File: config.mk
export PLATFORM = sky130hd
export DESIGN_NAME = lrs_regs
export DESIGN_NICKNAME = d
export VERILOG_FILES = /design/src/hw/lrs_pkg.sv /design/src/hw/lrs_det_if.sv /design/src/hw/lrs_sync.sv /design/src/hw/lrs_regs.sv
export SDC_FILE = /design/constraint.sdc
export NUM_CORES = 1
export LEC_CHECK = 0
export BUFFER_PORTS_ARGS = -buffer_cell sky130_fd_sc_hd__buf_2
export CAP_MARGIN = 20
export CORE_UTILIZATION = 30
export CTS_CLUSTER_SIZE = 24
export DETAILED_ROUTE_END_ITERATION = 6
export PLACE_DENSITY = 0.45
export SLEW_MARGIN = 15
export SYNTH_ARGS = -nofsm -noshare
export SYNTH_HDL_FRONTEND = slang
export SYNTH_SLANG_ARGS = --single-unit
File: constraint.sdc
create_clock -name clk_i -period 3.3 [get_ports clk_i]
set_input_delay 0.165 -clock clk_i [delete_from_list [all_inputs] [get_ports clk_i]]
set_output_delay 0.165 -clock clk_i [all_outputs]
set_load 0.05 [all_outputs]
File: src/hw/lrs_pkg.sv
/*
 * Shared constants for the line resistor and detector status bank:
 * register addresses, field positions, reset values, timing counts and
 * the state type of the single-ended-one qualifier.
 * Assumes a 50 MHz system clock and an 8-bit register port fed by the
 * serial host engine.
 */
package lrs_pkg;

   ////////////////////////////////////////////////////////////////////////////
   // register addresses
   localparam logic [7:0] ADDR_RES_SET = 8'h06;
   localparam logic [7:0] ADDR_RES_CLR = 8'h07;
   localparam logic [7:0] ADDR_DET_STAT = 8'h08;
   localparam logic [7:0] ADDR_TMR_SET = 8'h18;
   localparam logic [7:0] ADDR_TMR_CLR = 8'h19;

   ////////////////////////////////////////////////////////////////////////////
   // resistor control fields
   localparam int RES_CHARGE = 7;
   localparam int RES_BLEED = 6;
   localparam int RES_RSVD = 5;
   localparam int RES_ID_GROUNDED_FLAG = 4;
   localparam int RES_DM_LOW = 3;
   localparam int RES_DP_LOW = 2;
   localparam int RES_DP_WEAK = 1;
   localparam int RES_DP_HIGH = 0;
   localparam logic [7:0] RES_RESET = 8'h03;
   localparam logic [7:0] RES_WMASK = 8'hDF;

   ////////////////////////////////////////////////////////////////////////////
   // timer control fields
   localparam int SE1_WAIT_FIELD_LSB = 4;
   localparam int SE1_WAIT_FIELD_W = 4;
   localparam logic [7:0] TMR_RESET = 8'h10;
   localparam logic [7:0] TMR_WMASK = 8'hF0;

   ////////////////////////////////////////////////////////////////////////////
   // detector status fields
   localparam int DET_CARKIT = 7;
   localparam int DET_RSVD = 6;
   localparam int DET_ID_OPEN = 5;
   localparam int DET_SE1 = 4;
   localparam int DET_ID_GROUNDED_FLAG = 3;
   localparam int DET_DP_RX = 2;
   localparam int DET_SESS = 1;
   localparam int DET_VBUS_HI = 0;
   localparam logic [7:0] DET_RESET = 8'h00;

   ////////////////////////////////////////////////////////////////////////////
   // synchroniser lanes
   localparam int SYN_W = 7;
   localparam int SYN_CARKIT = 0;
   localparam int SYN_ID_OPEN = 1;
   localparam int SYN_ID_GROUNDED_FLAG = 2;
   localparam int SYN_DP_RX = 3;
   localparam int SYN_DM_RX = 4;
   localparam int SYN_SESS = 5;
   localparam int SYN_VBUS_HI = 6;

   ////////////////////////////////////////////////////////////////////////////
   // timing
   localparam int CLK_PERIOD_NS = 20;
   localparam int SE1_STEP_US = 1000;
   localparam int SE1_STEP_CYCLES = SE1_STEP_US * 1000 / CLK_PERIOD_NS;

   typedef enum logic [1:0] {
      SE1_IDLE,
      SE1_TIMING,
      SE1_SEEN
   } lrs_se1_st_t;

endpackage

File: src/hw/lrs_det_if.sv
/*
 * Carries the qualified detector levels from the synchroniser to the
 * register bank.
 * Assumes both ends run on the same system clock.
 */
interface lrs_det_if;
   import lrs_pkg::*;
   logic [SYN_W-1:0] level;
   modport src (output level);
   modport dst (input level);
endinterface

File: src/hw/lrs_sync.sv
/*
 * Three-stage synchroniser for the analog detector outputs.
 * Assumes the raw levels are asynchronous to clk_i; a new level is
 * accepted once the second and third stages agree.
 */
module lrs_sync
   import lrs_pkg::*;
#(
   parameter int W = SYN_W
) (
   // clock and reset
   input wire logic clk_i,
   input wire logic srst_i,
   // raw detector levels
   input wire logic [W-1:0] raw_i,
   // qualified levels
   lrs_det_if.src det
);

   logic [W-1:0] meta;
   logic [W-1:0] stage2;
   logic [W-1:0] stage3;
   logic [W-1:0] level;
   logic [W-1:0] next_level;

   ////////////////////////////////////////////////////////////////////////////
   // RULE19 agree then accept
   // meta feeds stage2 only, never the compare
   always_comb begin
      next_level = (~(stage2 ^ stage3) & stage3) | ((stage2 ^ stage3) & level);
   end

   always_ff @(posedge clk_i) begin
      if (srst_i) begin
         meta <= '0;
         stage2 <= '0;
         stage3 <= '0;
         level <= '0;
      end else begin
         meta <= raw_i;
         stage2 <= meta;
         stage3 <= stage2;
         level <= next_level;
      end
   end

   assign det.level = level;

endmodule

File: src/hw/lrs_regs.sv
/*
 * Resistor control, timer control and live detector status registers
 * of the USB line interface, with the single-ended-one qualifier.
 * Assumes a serial host engine presents decoded 8-bit register accesses
 * on clk_i, and the analog detectors drive raw asynchronous levels.
 */
// Functional notes
// RULE1 - bit 7 of resistor control connects the VBUS charging pull-up
// RULE2 - bit 6 of resistor control connects the VBUS discharge pull-down
// RULE3 - bit 5 of resistor control is reserved and always reads 0
// RULE4 - bit 4 of resistor control ties the ID pin to ground
// RULE5 - bit 3 of resistor control connects the DM pull-down
// RULE6 - bit 2 of resistor control connects the DP pull-down
// RULE7 - bit 1 of resistor control connects the DP weak pull-up
// RULE8 - bit 0 connects DP pull-up only while session valid is seen
// RULE9 - address 08h reads live detector levels, reset 0, bit 6 reserved
// RULE10 - status bit 7 follows the carkit DP threshold comparator
// RULE11 - status bit 5 is high while ID pin floats
// RULE12 - status bit 4 high after SE1 held for the programmed period
// RULE13 - status bit 3 is high while ID pin is grounded
// RULE14 - status bit 2 follows the DP single-ended receiver
// RULE15 - status bit 1 follows the session valid comparator
// RULE16 - status bit 0 follows the VBUS high comparator
// RULE17 - write ones at 06h to set, at 07h to clear; both read back
// RULE18 - SE1 period is timer bits 7..4 in 1 ms steps, default 1 ms
// RULE19 - every detector passes a multi-stage synchroniser before status
module lrs_regs
   import lrs_pkg::*;
#(
   parameter int unsigned STEP_CYCLES = SE1_STEP_CYCLES
) (
   // clock and reset
   input wire logic clk_i,
   input wire logic srst_i,
   // register port from the serial host engine
   input wire logic [7:0] reg_addr_i,
   input wire logic reg_wr_i,
   input wire logic [7:0] reg_wdata_i,
   output logic [7:0] reg_rdata_o,
   // raw analog detector levels
   input wire logic carkit_dplus_raw_i,
   input wire logic id_open_raw_i,
   input wire logic id_grounded_raw_i,
   input wire logic dplus_se_rx_raw_i,
   input wire logic dminus_se_rx_raw_i,
   input wire logic session_ok_raw_i,
   input wire logic vbus_high_raw_i,
   // resistor and switch controls
   output logic vbus_charge_sel_o,
   output logic vbus_bleed_sel_o,
   output logic id_ground_sw_o,
   output logic dminus_low_res_en_o,
   output logic dplus_low_res_en_o,
   output logic dplus_weak_high_en_o,
   output logic dplus_high_res_en_o
);

   localparam int CW = $clog2(STEP_CYCLES + 1);

   ////////////////////////////////////////////////////////////////////////////
   // set/clear update shared by both writable registers
   function automatic logic [7:0] set_clr(input logic [7:0] cur, input logic [7:0] wd,
                                          input logic [7:0] mask, input logic do_set,
                                          input logic do_clr);
      logic [7:0] res;
      res = cur;
      if (do_set) begin
         res = cur | (wd & mask);
      end else if (do_clr) begin
         res = cur & ~(wd & mask);
      end
      return res & mask;
   endfunction

   ////////////////////////////////////////////////////////////////////////////
   // detector synchronisers
   lrs_det_if det_bus ();
   logic [SYN_W-1:0] raw_lvl;

   assign raw_lvl[SYN_CARKIT] = carkit_dplus_raw_i;
   assign raw_lvl[SYN_ID_OPEN] = id_open_raw_i;
   assign raw_lvl[SYN_ID_GROUNDED_FLAG] = id_grounded_raw_i;
   assign raw_lvl[SYN_DP_RX] = dplus_se_rx_raw_i;
   assign raw_lvl[SYN_DM_RX] = dminus_se_rx_raw_i;
   assign raw_lvl[SYN_SESS] = session_ok_raw_i;
   assign raw_lvl[SYN_VBUS_HI] = vbus_high_raw_i;

   // RULE19 synchronise all detectors
   lrs_sync #(
      .W(SYN_W)
   ) u_sync (
      .clk_i(clk_i),
      .srst_i(srst_i),
      .raw_i(raw_lvl),
      .det(det_bus)
   );

   logic [SYN_W-1:0] lvl;
   assign lvl = det_bus.level;

   ////////////////////////////////////////////////////////////////////////////
   // control registers
   logic [7:0] res_ctrl;
   logic [7:0] next_res_ctrl;
   logic [7:0] tmr_ctrl;
   logic [7:0] next_tmr_ctrl;
   logic [SE1_WAIT_FIELD_W-1:0] se1_wait_field;

   always_comb begin
      // RULE17 set and clear addresses
      // RULE3 reserved bit masked off
      next_res_ctrl = set_clr(res_ctrl, reg_wdata_i, RES_WMASK,
                              reg_wr_i && (reg_addr_i == ADDR_RES_SET),
                              reg_wr_i && (reg_addr_i == ADDR_RES_CLR));
      next_tmr_ctrl = set_clr(tmr_ctrl, reg_wdata_i, TMR_WMASK,
                              reg_wr_i && (reg_addr_i == ADDR_TMR_SET),
                              reg_wr_i && (reg_addr_i == ADDR_TMR_CLR));
   end

   always_ff @(posedge clk_i) begin
      if (srst_i) begin
         res_ctrl <= RES_RESET;
         tmr_ctrl <= TMR_RESET;
      end else begin
         res_ctrl <= next_res_ctrl;
         tmr_ctrl <= next_tmr_ctrl;
      end
   end

   // RULE18 period field, 1 ms per step
   assign se1_wait_field = tmr_ctrl[SE1_WAIT_FIELD_LSB +: SE1_WAIT_FIELD_W];

   ////////////////////////////////////////////////////////////////////////////
   // single-ended-one qualifier
   lrs_se1_st_t se1_st;
   lrs_se1_st_t next_se1_st;
   logic [CW-1:0] step_cnt;
   logic [CW-1:0] next_step_cnt;
   logic [SE1_WAIT_FIELD_W-1:0] ms_cnt;
   logic [SE1_WAIT_FIELD_W-1:0] next_ms_cnt;
   logic se1_line;
   logic step_wrap;

   assign se1_line = lvl[SYN_DP_RX] & lvl[SYN_DM_RX];
   assign step_wrap = (step_cnt == CW'(STEP_CYCLES - 1));

   // RULE12 continuous SE1 qualification
   // a field of zero qualifies at once; a field lowered mid-count is honoured
   always_comb begin
      next_se1_st = se1_st;
      next_step_cnt = step_cnt;
      next_ms_cnt = ms_cnt;
      case (se1_st)
         SE1_IDLE: begin
            next_step_cnt = '0;
            next_ms_cnt = '0;
            if (se1_line) begin
               next_se1_st = (se1_wait_field == '0) ? SE1_SEEN : SE1_TIMING;
            end
         end
         SE1_TIMING: begin
            if (!se1_line) begin
               next_se1_st = SE1_IDLE;
            end else if (step_wrap) begin
               next_step_cnt = '0;
               // RULE18 count whole 1 ms steps
               if ({1'b0, ms_cnt} + 5'h01 >= {1'b0, se1_wait_field}) begin
                  next_se1_st = SE1_SEEN;
               end else begin
                  next_ms_cnt = ms_cnt + 4'h1;
               end
            end else begin
               next_step_cnt = step_cnt + CW'(1);
            end
         end
         SE1_SEEN: begin
            if (!se1_line) begin
               next_se1_st = SE1_IDLE;
            end
         end
         default: begin
            next_se1_st = SE1_IDLE;
         end
      endcase
   end

   always_ff @(posedge clk_i) begin
      if (srst_i) begin
         se1_st <= SE1_IDLE;
         step_cnt <= '0;
         ms_cnt <= '0;
      end else begin
         se1_st <= next_se1_st;
         step_cnt <= next_step_cnt;
         ms_cnt <= next_ms_cnt;
      end
   end

   ////////////////////////////////////////////////////////////////////////////
   // live status, read data and pin drive
   logic [7:0] det_stat;
   logic [7:0] next_rdata;
   logic next_dp_high;

   always_comb begin
      // RULE9 live unlatched levels, bit 6 reserved
      det_stat = DET_RESET;
      // RULE10 carkit comparator
      det_stat[DET_CARKIT] = lvl[SYN_CARKIT];
      // RULE11 id floating
      det_stat[DET_ID_OPEN] = lvl[SYN_ID_OPEN];
      // RULE12 qualified SE1
      det_stat[DET_SE1] = (se1_st == SE1_SEEN);
      // RULE13 id grounded
      det_stat[DET_ID_GROUNDED_FLAG] = lvl[SYN_ID_GROUNDED_FLAG];
      // RULE14 DP receiver
      det_stat[DET_DP_RX] = lvl[SYN_DP_RX];
      // RULE15 session valid
      det_stat[DET_SESS] = lvl[SYN_SESS];
      // RULE16 vbus high
      det_stat[DET_VBUS_HI] = lvl[SYN_VBUS_HI];
   end

   always_comb begin
      // RULE17 both addresses read back
      if ((reg_addr_i == ADDR_RES_SET) || (reg_addr_i == ADDR_RES_CLR)) begin
         next_rdata = res_ctrl;
      end else if (reg_addr_i == ADDR_DET_STAT) begin
         next_rdata = det_stat;
      end else if ((reg_addr_i == ADDR_TMR_SET) || (reg_addr_i == ADDR_TMR_CLR)) begin
         next_rdata = tmr_ctrl;
      end else begin
         next_rdata = 8'h00;
      end
   end

   // RULE8 pull-up gated by session valid
   assign next_dp_high = res_ctrl[RES_DP_HIGH] & lvl[SYN_SESS];

   always_ff @(posedge clk_i) begin
      if (srst_i) begin
         reg_rdata_o <= 8'h00;
         vbus_charge_sel_o <= 1'b0;
         vbus_bleed_sel_o <= 1'b0;
         id_ground_sw_o <= 1'b0;
         dminus_low_res_en_o <= 1'b0;
         dplus_low_res_en_o <= 1'b0;
         dplus_weak_high_en_o <= 1'b0;
         dplus_high_res_en_o <= 1'b0;
      end else begin
         reg_rdata_o <= next_rdata;
         // RULE1 charge resistor
         vbus_charge_sel_o <= res_ctrl[RES_CHARGE];
         // RULE2 discharge resistor
         vbus_bleed_sel_o <= res_ctrl[RES_BLEED];
         // RULE4 id ground switch
         id_ground_sw_o <= res_ctrl[RES_ID_GROUNDED_FLAG];
         // RULE5 DM pull-down
         dminus_low_res_en_o <= res_ctrl[RES_DM_LOW];
         // RULE6 DP pull-down
         dplus_low_res_en_o <= res_ctrl[RES_DP_LOW];
         // RULE7 DP weak pull-up
         dplus_weak_high_en_o <= res_ctrl[RES_DP_WEAK];
         dplus_high_res_en_o <= next_dp_high;
      end
   end

   ////////////////////////////////////////////////////////////////////////////
   // checks
   int unsigned se1_hold;

   always_ff @(posedge clk_i) begin
      if (srst_i || !se1_line) begin
         se1_hold <= 0;
      end else if (se1_hold != 32'hFFFF_FFFF) begin
         se1_hold <= se1_hold + 1;
      end
   end

   a_res_set_bits: assert property ( // RULE17
      @(posedge clk_i) disable iff (srst_i)
      (reg_wr_i && reg_addr_i == ADDR_RES_SET)
      |=> ((res_ctrl & $past(reg_wdata_i) & RES_WMASK) == ($past(reg_wdata_i) & RES_WMASK)))
      else $error("resistor set write did not set bits");

   a_res_clr_bits: assert property ( // RULE17
      @(posedge clk_i) disable iff (srst_i)
      (reg_wr_i && reg_addr_i == ADDR_RES_CLR) |=> ((res_ctrl & $past(reg_wdata_i)) == 8'h00))
      else $error("resistor clear write left bits set");

   a_res_rsvd_zero: assert property ( // RULE3
      @(posedge clk_i) disable iff (srst_i)
      (reg_addr_i == ADDR_RES_SET) |=> (reg_rdata_o[RES_RSVD] == 1'b0))
      else $error("reserved resistor bit read as one");

   a_charge_follows: assert property ( // RULE1
      @(posedge clk_i) disable iff (srst_i)
      (reg_wr_i && reg_addr_i == ADDR_RES_SET && reg_wdata_i[RES_CHARGE])
      |-> ##2 vbus_charge_sel_o)
      else $error("charge resistor not connected two cycles after set");

   a_pullup_needs_sess: assert property ( // RULE8
      @(posedge clk_i) disable iff (srst_i)
      dplus_high_res_en_o |-> ($past(lvl[SYN_SESS]) && $past(res_ctrl[RES_DP_HIGH])))
      else $error("DP pull-up connected without session valid");

   a_stat_read_live: assert property ( // RULE9
      @(posedge clk_i) disable iff (srst_i)
      (reg_addr_i == ADDR_DET_STAT)
      |=> (reg_rdata_o == {$past(lvl[SYN_CARKIT]), 1'b0, $past(lvl[SYN_ID_OPEN]),
                           $past(se1_st == SE1_SEEN), $past(lvl[SYN_ID_GROUNDED_FLAG]),
                           $past(lvl[SYN_DP_RX]), $past(lvl[SYN_SESS]),
                           $past(lvl[SYN_VBUS_HI])}))
      else $error("status read does not match live detector levels");

   a_se1_min_hold: assert property ( // RULE18
      @(posedge clk_i) disable iff (srst_i)
      $rose(se1_st == SE1_SEEN)
      |-> ($past(se1_hold) + 1 >= se1_wait_field * STEP_CYCLES))
      else $error("SE1 qualified before the programmed period");

   a_se1_drop_fast: assert property ( // RULE12
      @(posedge clk_i) disable iff (srst_i)
      !se1_line |=> (se1_st == SE1_IDLE))
      else $error("SE1 status held after lines left SE1");

   a_se1_max_wait: assert property ( // RULE12
      @(posedge clk_i) disable iff (srst_i)
      (se1_line && se1_wait_field == 4'h0 && se1_st == SE1_IDLE) |=> (se1_st == SE1_SEEN))
      else $error("zero SE1 period did not qualify at once");

   a_unmapped_zero: assert property ( // RULE9
      @(posedge clk_i) disable iff (srst_i)
      (reg_addr_i == 8'h00) |=> (reg_rdata_o == 8'h00))
      else $error("unmapped address read non-zero");

endmodule

==> results.rst <==
.. list-table::
   :header-rows: 1

   * - Metric
     - Value
   * - Outcome
     - finished clean
   * - Final wirelength
     - 5670 µm
   * - Cell taking the most area after synthesis
     - sky130_fd_sc_hd__dfxtp_1
   * - Final #Nets
     - 374
   * - Syn avg cell area
     - 9.81 µm²
   * - Main area contributors after synthesis
     - sky130_fd_sc_hd__dfxtp_1 (51%), sky130_fd_sc_hd__nor2b_1 (5.9%), sky130_fd_sc_hd__nor2_1 (4.6%)
   * - Timing-limited maximum frequency
     - 492 MHz
   * - Number of instances resized during post-cts repair
     - 0
   * - TritonCTS clock tree
     - built
   * - Post-CTS setup repair buffer count
     - 0
   * - N_diodes
     - 0
   * - Overall track demand over capacity in global routing
     - 0.119
   * - Slew at the pin closest to its max-slew limit
     - 751 ps
   * - Global-route wire length before repair
     - 9570 µm
   * - Number of I/O port buffers
     - 40
   * - Fillcell total
     - 975
   * - Warnings, synthesis
     - 0
   * - Number of max-cap violations
     - 0
   * - CTS H-tree lvls
     - 3
   * - Share of cells above drive strength 1
     - 0.210
   * - Crit path arrival time
     - 2320 ps
   * - Post-synth ARST share
     - 0
   * - Io pins
     - 41
   * - Core Region
     - 9420 µm²
   * - Initial antenna violation count
     - 0
   * - Number of nets produced by synthesis
     - 334
   * - WL/cell
     - 11.9 µm
   * - Via count of the first global-routing pass
     - 2041
   * - Clock edge transition at the registers on the reported setup and hold paths
     - 90 ps
   * - Height of the die
     - 101 µm
   * - Worst max-slew margin expressed relative to the limit
     - 0.497
   * - Via count of the routed design
     - 2157
   * - Part of the cycle the worst path needs
     - 0.616
   * - Power density cells
     - 473 nW/µm²
   * - Source of the worst register-to-register timing path
     - ms_cnt[0]$_SDFFE_PP0P_
   * - Synth top area share
     - 0.513
   * - Iteration count of the initial detailed-routing pass
     - 4
   * - Slew Viols, Final
     - 0
   * - Crit path required time
     - 3590 ps
   * - Most frequent cell after synthesis
     - sky130_fd_sc_hd__dfxtp_1
   * - Sequential fraction of the synthesis area
     - 0.513
   * - Startpoint of the tightest hold check path
     - vbus_high_raw_i
   * - Die Wd
     - 101 µm
   * - Distinct cell type count of the synthesized netlist
     - 53
   * - Start point of the critical path
     - ms_cnt[0]$_SDFFE_PP0P_
   * - Final RePlAce weighted congestion
     - 0.698
   * - Largest driver fanout on the critical path
     - 4
   * - Worst min-delay path class
     - in2reg
   * - Root buffer cell
     - sky130_fd_sc_hd__clkbuf_8
   * - Top cell types by occurrence after synthesis
     - sky130_fd_sc_hd__dfxtp_1 (76), sky130_fd_sc_hd__nor2_1 (36), sky130_fd_sc_hd__nor2b_1 (28), sky130_fd_sc_hd__nand2_1 (14), sky130_fd_sc_hd__o21ai_0 (14)
   * - Area of the multi-input gates
     - 1360 µm²
   * - Fin. Hold Viols
     - 0
   * - Setup tns final
     - 0 ps
   * - Dominant register cell in the synthesized netlist
     - sky130_fd_sc_hd__dfxtp_1
   * - Total of hold buffers inserted after clock tree synthesis
     - 0
   * - Critical path start-end classification
     - reg2reg
   * - Remaining global-route overflow
     - 0
   * - Finish-stage setup viols
     - 0
   * - Inserted Clock Buffers
     - 9
   * - Die Area
     - 10300 µm²
   * - Final critical path time including I/O delays and setup
     - 2030 ps
   * - Total standard cell area after synthesis
     - 2960 µm²
   * - Count of flip-flops with a built-in enable after synthesis
     - 0
   * - Number of placement rows
     - 35
   * - Starting Density
     - 0.315
   * - Sequential cell area
     - 1520 µm²
   * - Detailed-route vias per instance
     - 4.53
   * - Post-layout power
     - 1.64 mW
   * - Largest net degree at the start of global routing
     - 58
   * - Clock net sink count
     - 76
   * - Number of synthesized register bits
     - 76
   * - Initial detailed-routing violation count
     - 102
   * - Post-Synthesis Cells
     - 302
   * - Worst-case clock buffer depth
     - 2
   * - Post-DP HPWL
     - 3810 µm
   * - Launching element type of the critical path
     - flip-flop
   * - Setup skew after layout
     - 9.49 ps
   * - Setup repair after global routing missed its margin
     - no
   * - Reported leakage power
     - 1.30 nW
   * - Maximum vdd drop
     - 0.248 mV
   * - CP Capture Type
     - flip-flop
   * - Final antenna-violating net count
     - 0
   * - Source-to-sink clock delay at the later pin of the worst-skew pair
     - 340 ps
   * - DRC violations left
     - 0
   * - Synthesis-to-finish area growth
     - 16.8%
[per-stage QoR]
| step | setup WS, ps | util | hold WS, ps | cell area (µm²) | instances |
|---|---|---|---|---|---|
| 3_5_place_dp | 1270 | 0.348 | 379 | 3280 | 460 |
| 2_1_floorplan | 1430 | - | 281 | 2960 | 302 |
| 3_3_place_gp | 1340 | 0.348 | 378 | 3280 | 460 |
| 6_report | 1270 | 0.368 | 29.4 | 3460 | 476 |
| 4_1_cts | 1250 | 0.368 | 8.43 | 3460 | 476 |
| 5_1_grt | 1060 | 0.368 | 15.6 | 3460 | 476 |
[kinds of logic after synthesis]
| group | after synthesis | share of synthesized area |
|---|---|---|
| fa+ha+maj | 6 | 0.0253 |
| xor+xnor | 16 | 0.0473 |
| simple gates | 130 | 0.249 |
| mux | 2 | 0.00718 |
| flops | 76 | 0.513 |
| buf+inv | 18 | 0.0270 |
| compound gates | 54 | 0.130 |
[critical path, cell delays in order (launching register included)]
cell and delay (ps):
sky130_fd_sc_hd__dfxtp_1 390, sky130_fd_sc_hd__ha_1 230, sky130_fd_sc_hd__xor2_1 170, sky130_fd_sc_hd__ha_1 250, sky130_fd_sc_hd__o21ai_0 210, sky130_fd_sc_hd__o21ai_0 150
sky130_fd_sc_hd__or4_1 490, sky130_fd_sc_hd__nand3_1 90
[report_power, final]
| group | leakage [nW] | switching [mW] | total, mW | internal [mW] |
|---|---|---|---|---|
| combinational | 0.598 | 0.0295 | 0.0499 | 0.0205 |
| clock | 0.0868 | 0.372 | 0.656 | 0.283 |
| sequential | 0.616 | 0.00408 | 0.932 | 0.928 |
| total | 1.30 | 0.406 | 1.64 | 1.23 |
[cells in the final DEF, fill, tap and decap left out, drive strengths merged, types with 2 or more instances in the layout]
cell type	instances
nand4	3
a222oi	2
buf	42
a311oi	2
inv	8
o21ai	15
a31oi	2
nand2	15
nor2	36
clkbuf	9
nor2b	28
and2	2
and3	9
xor2	10
xnor2	6
ha	6
a211oi	9
clkinvlp	2
and4	5
a211o	3
nor4b	2
dfxtp	76
a22o	2
nor3	4
clkinv	2
nand2b	5
a21oi	10
a22oi	6
nand3	12
[cell type report]
class / count / share of cell area
Sequential cell: 76 / 0.439
Multi-Input combinational cell: 208 / 0.394
Timing Repair Buffer: 42 / 0.0622
Clock buffer: 9 / 0.0358
Tap cell: 129 / 0.0466
Inverter: 5 / 0.00542
Clock inverter: 7 / 0.0170
[metal layers]
metal  vias up  part of all wire  track usage
met3         2             0.050       0.0414
met5         -                 0            0
met4         0            0.0060       0.0334
met1       979              0.51        0.157
met2        44              0.43        0.185
li1       1132                 -            -
[worst paths after layout]
path                                               endpoint  slack [ps]  cells past startpoint
worst max-delay path                 ms_cnt[2]$_SDFFE_PP0P_        1270                      7
worst min-delay path              u_sync.meta[6]$_SDFF_PP0_          30                      2
worst max register to register       ms_cnt[2]$_SDFFE_PP0P_        1270                      7
worst min register to register  u_sync.stage2[2]$_SDFF_PP0_         440                      1
No activity file was read; power rests on OpenSTA's default activity.
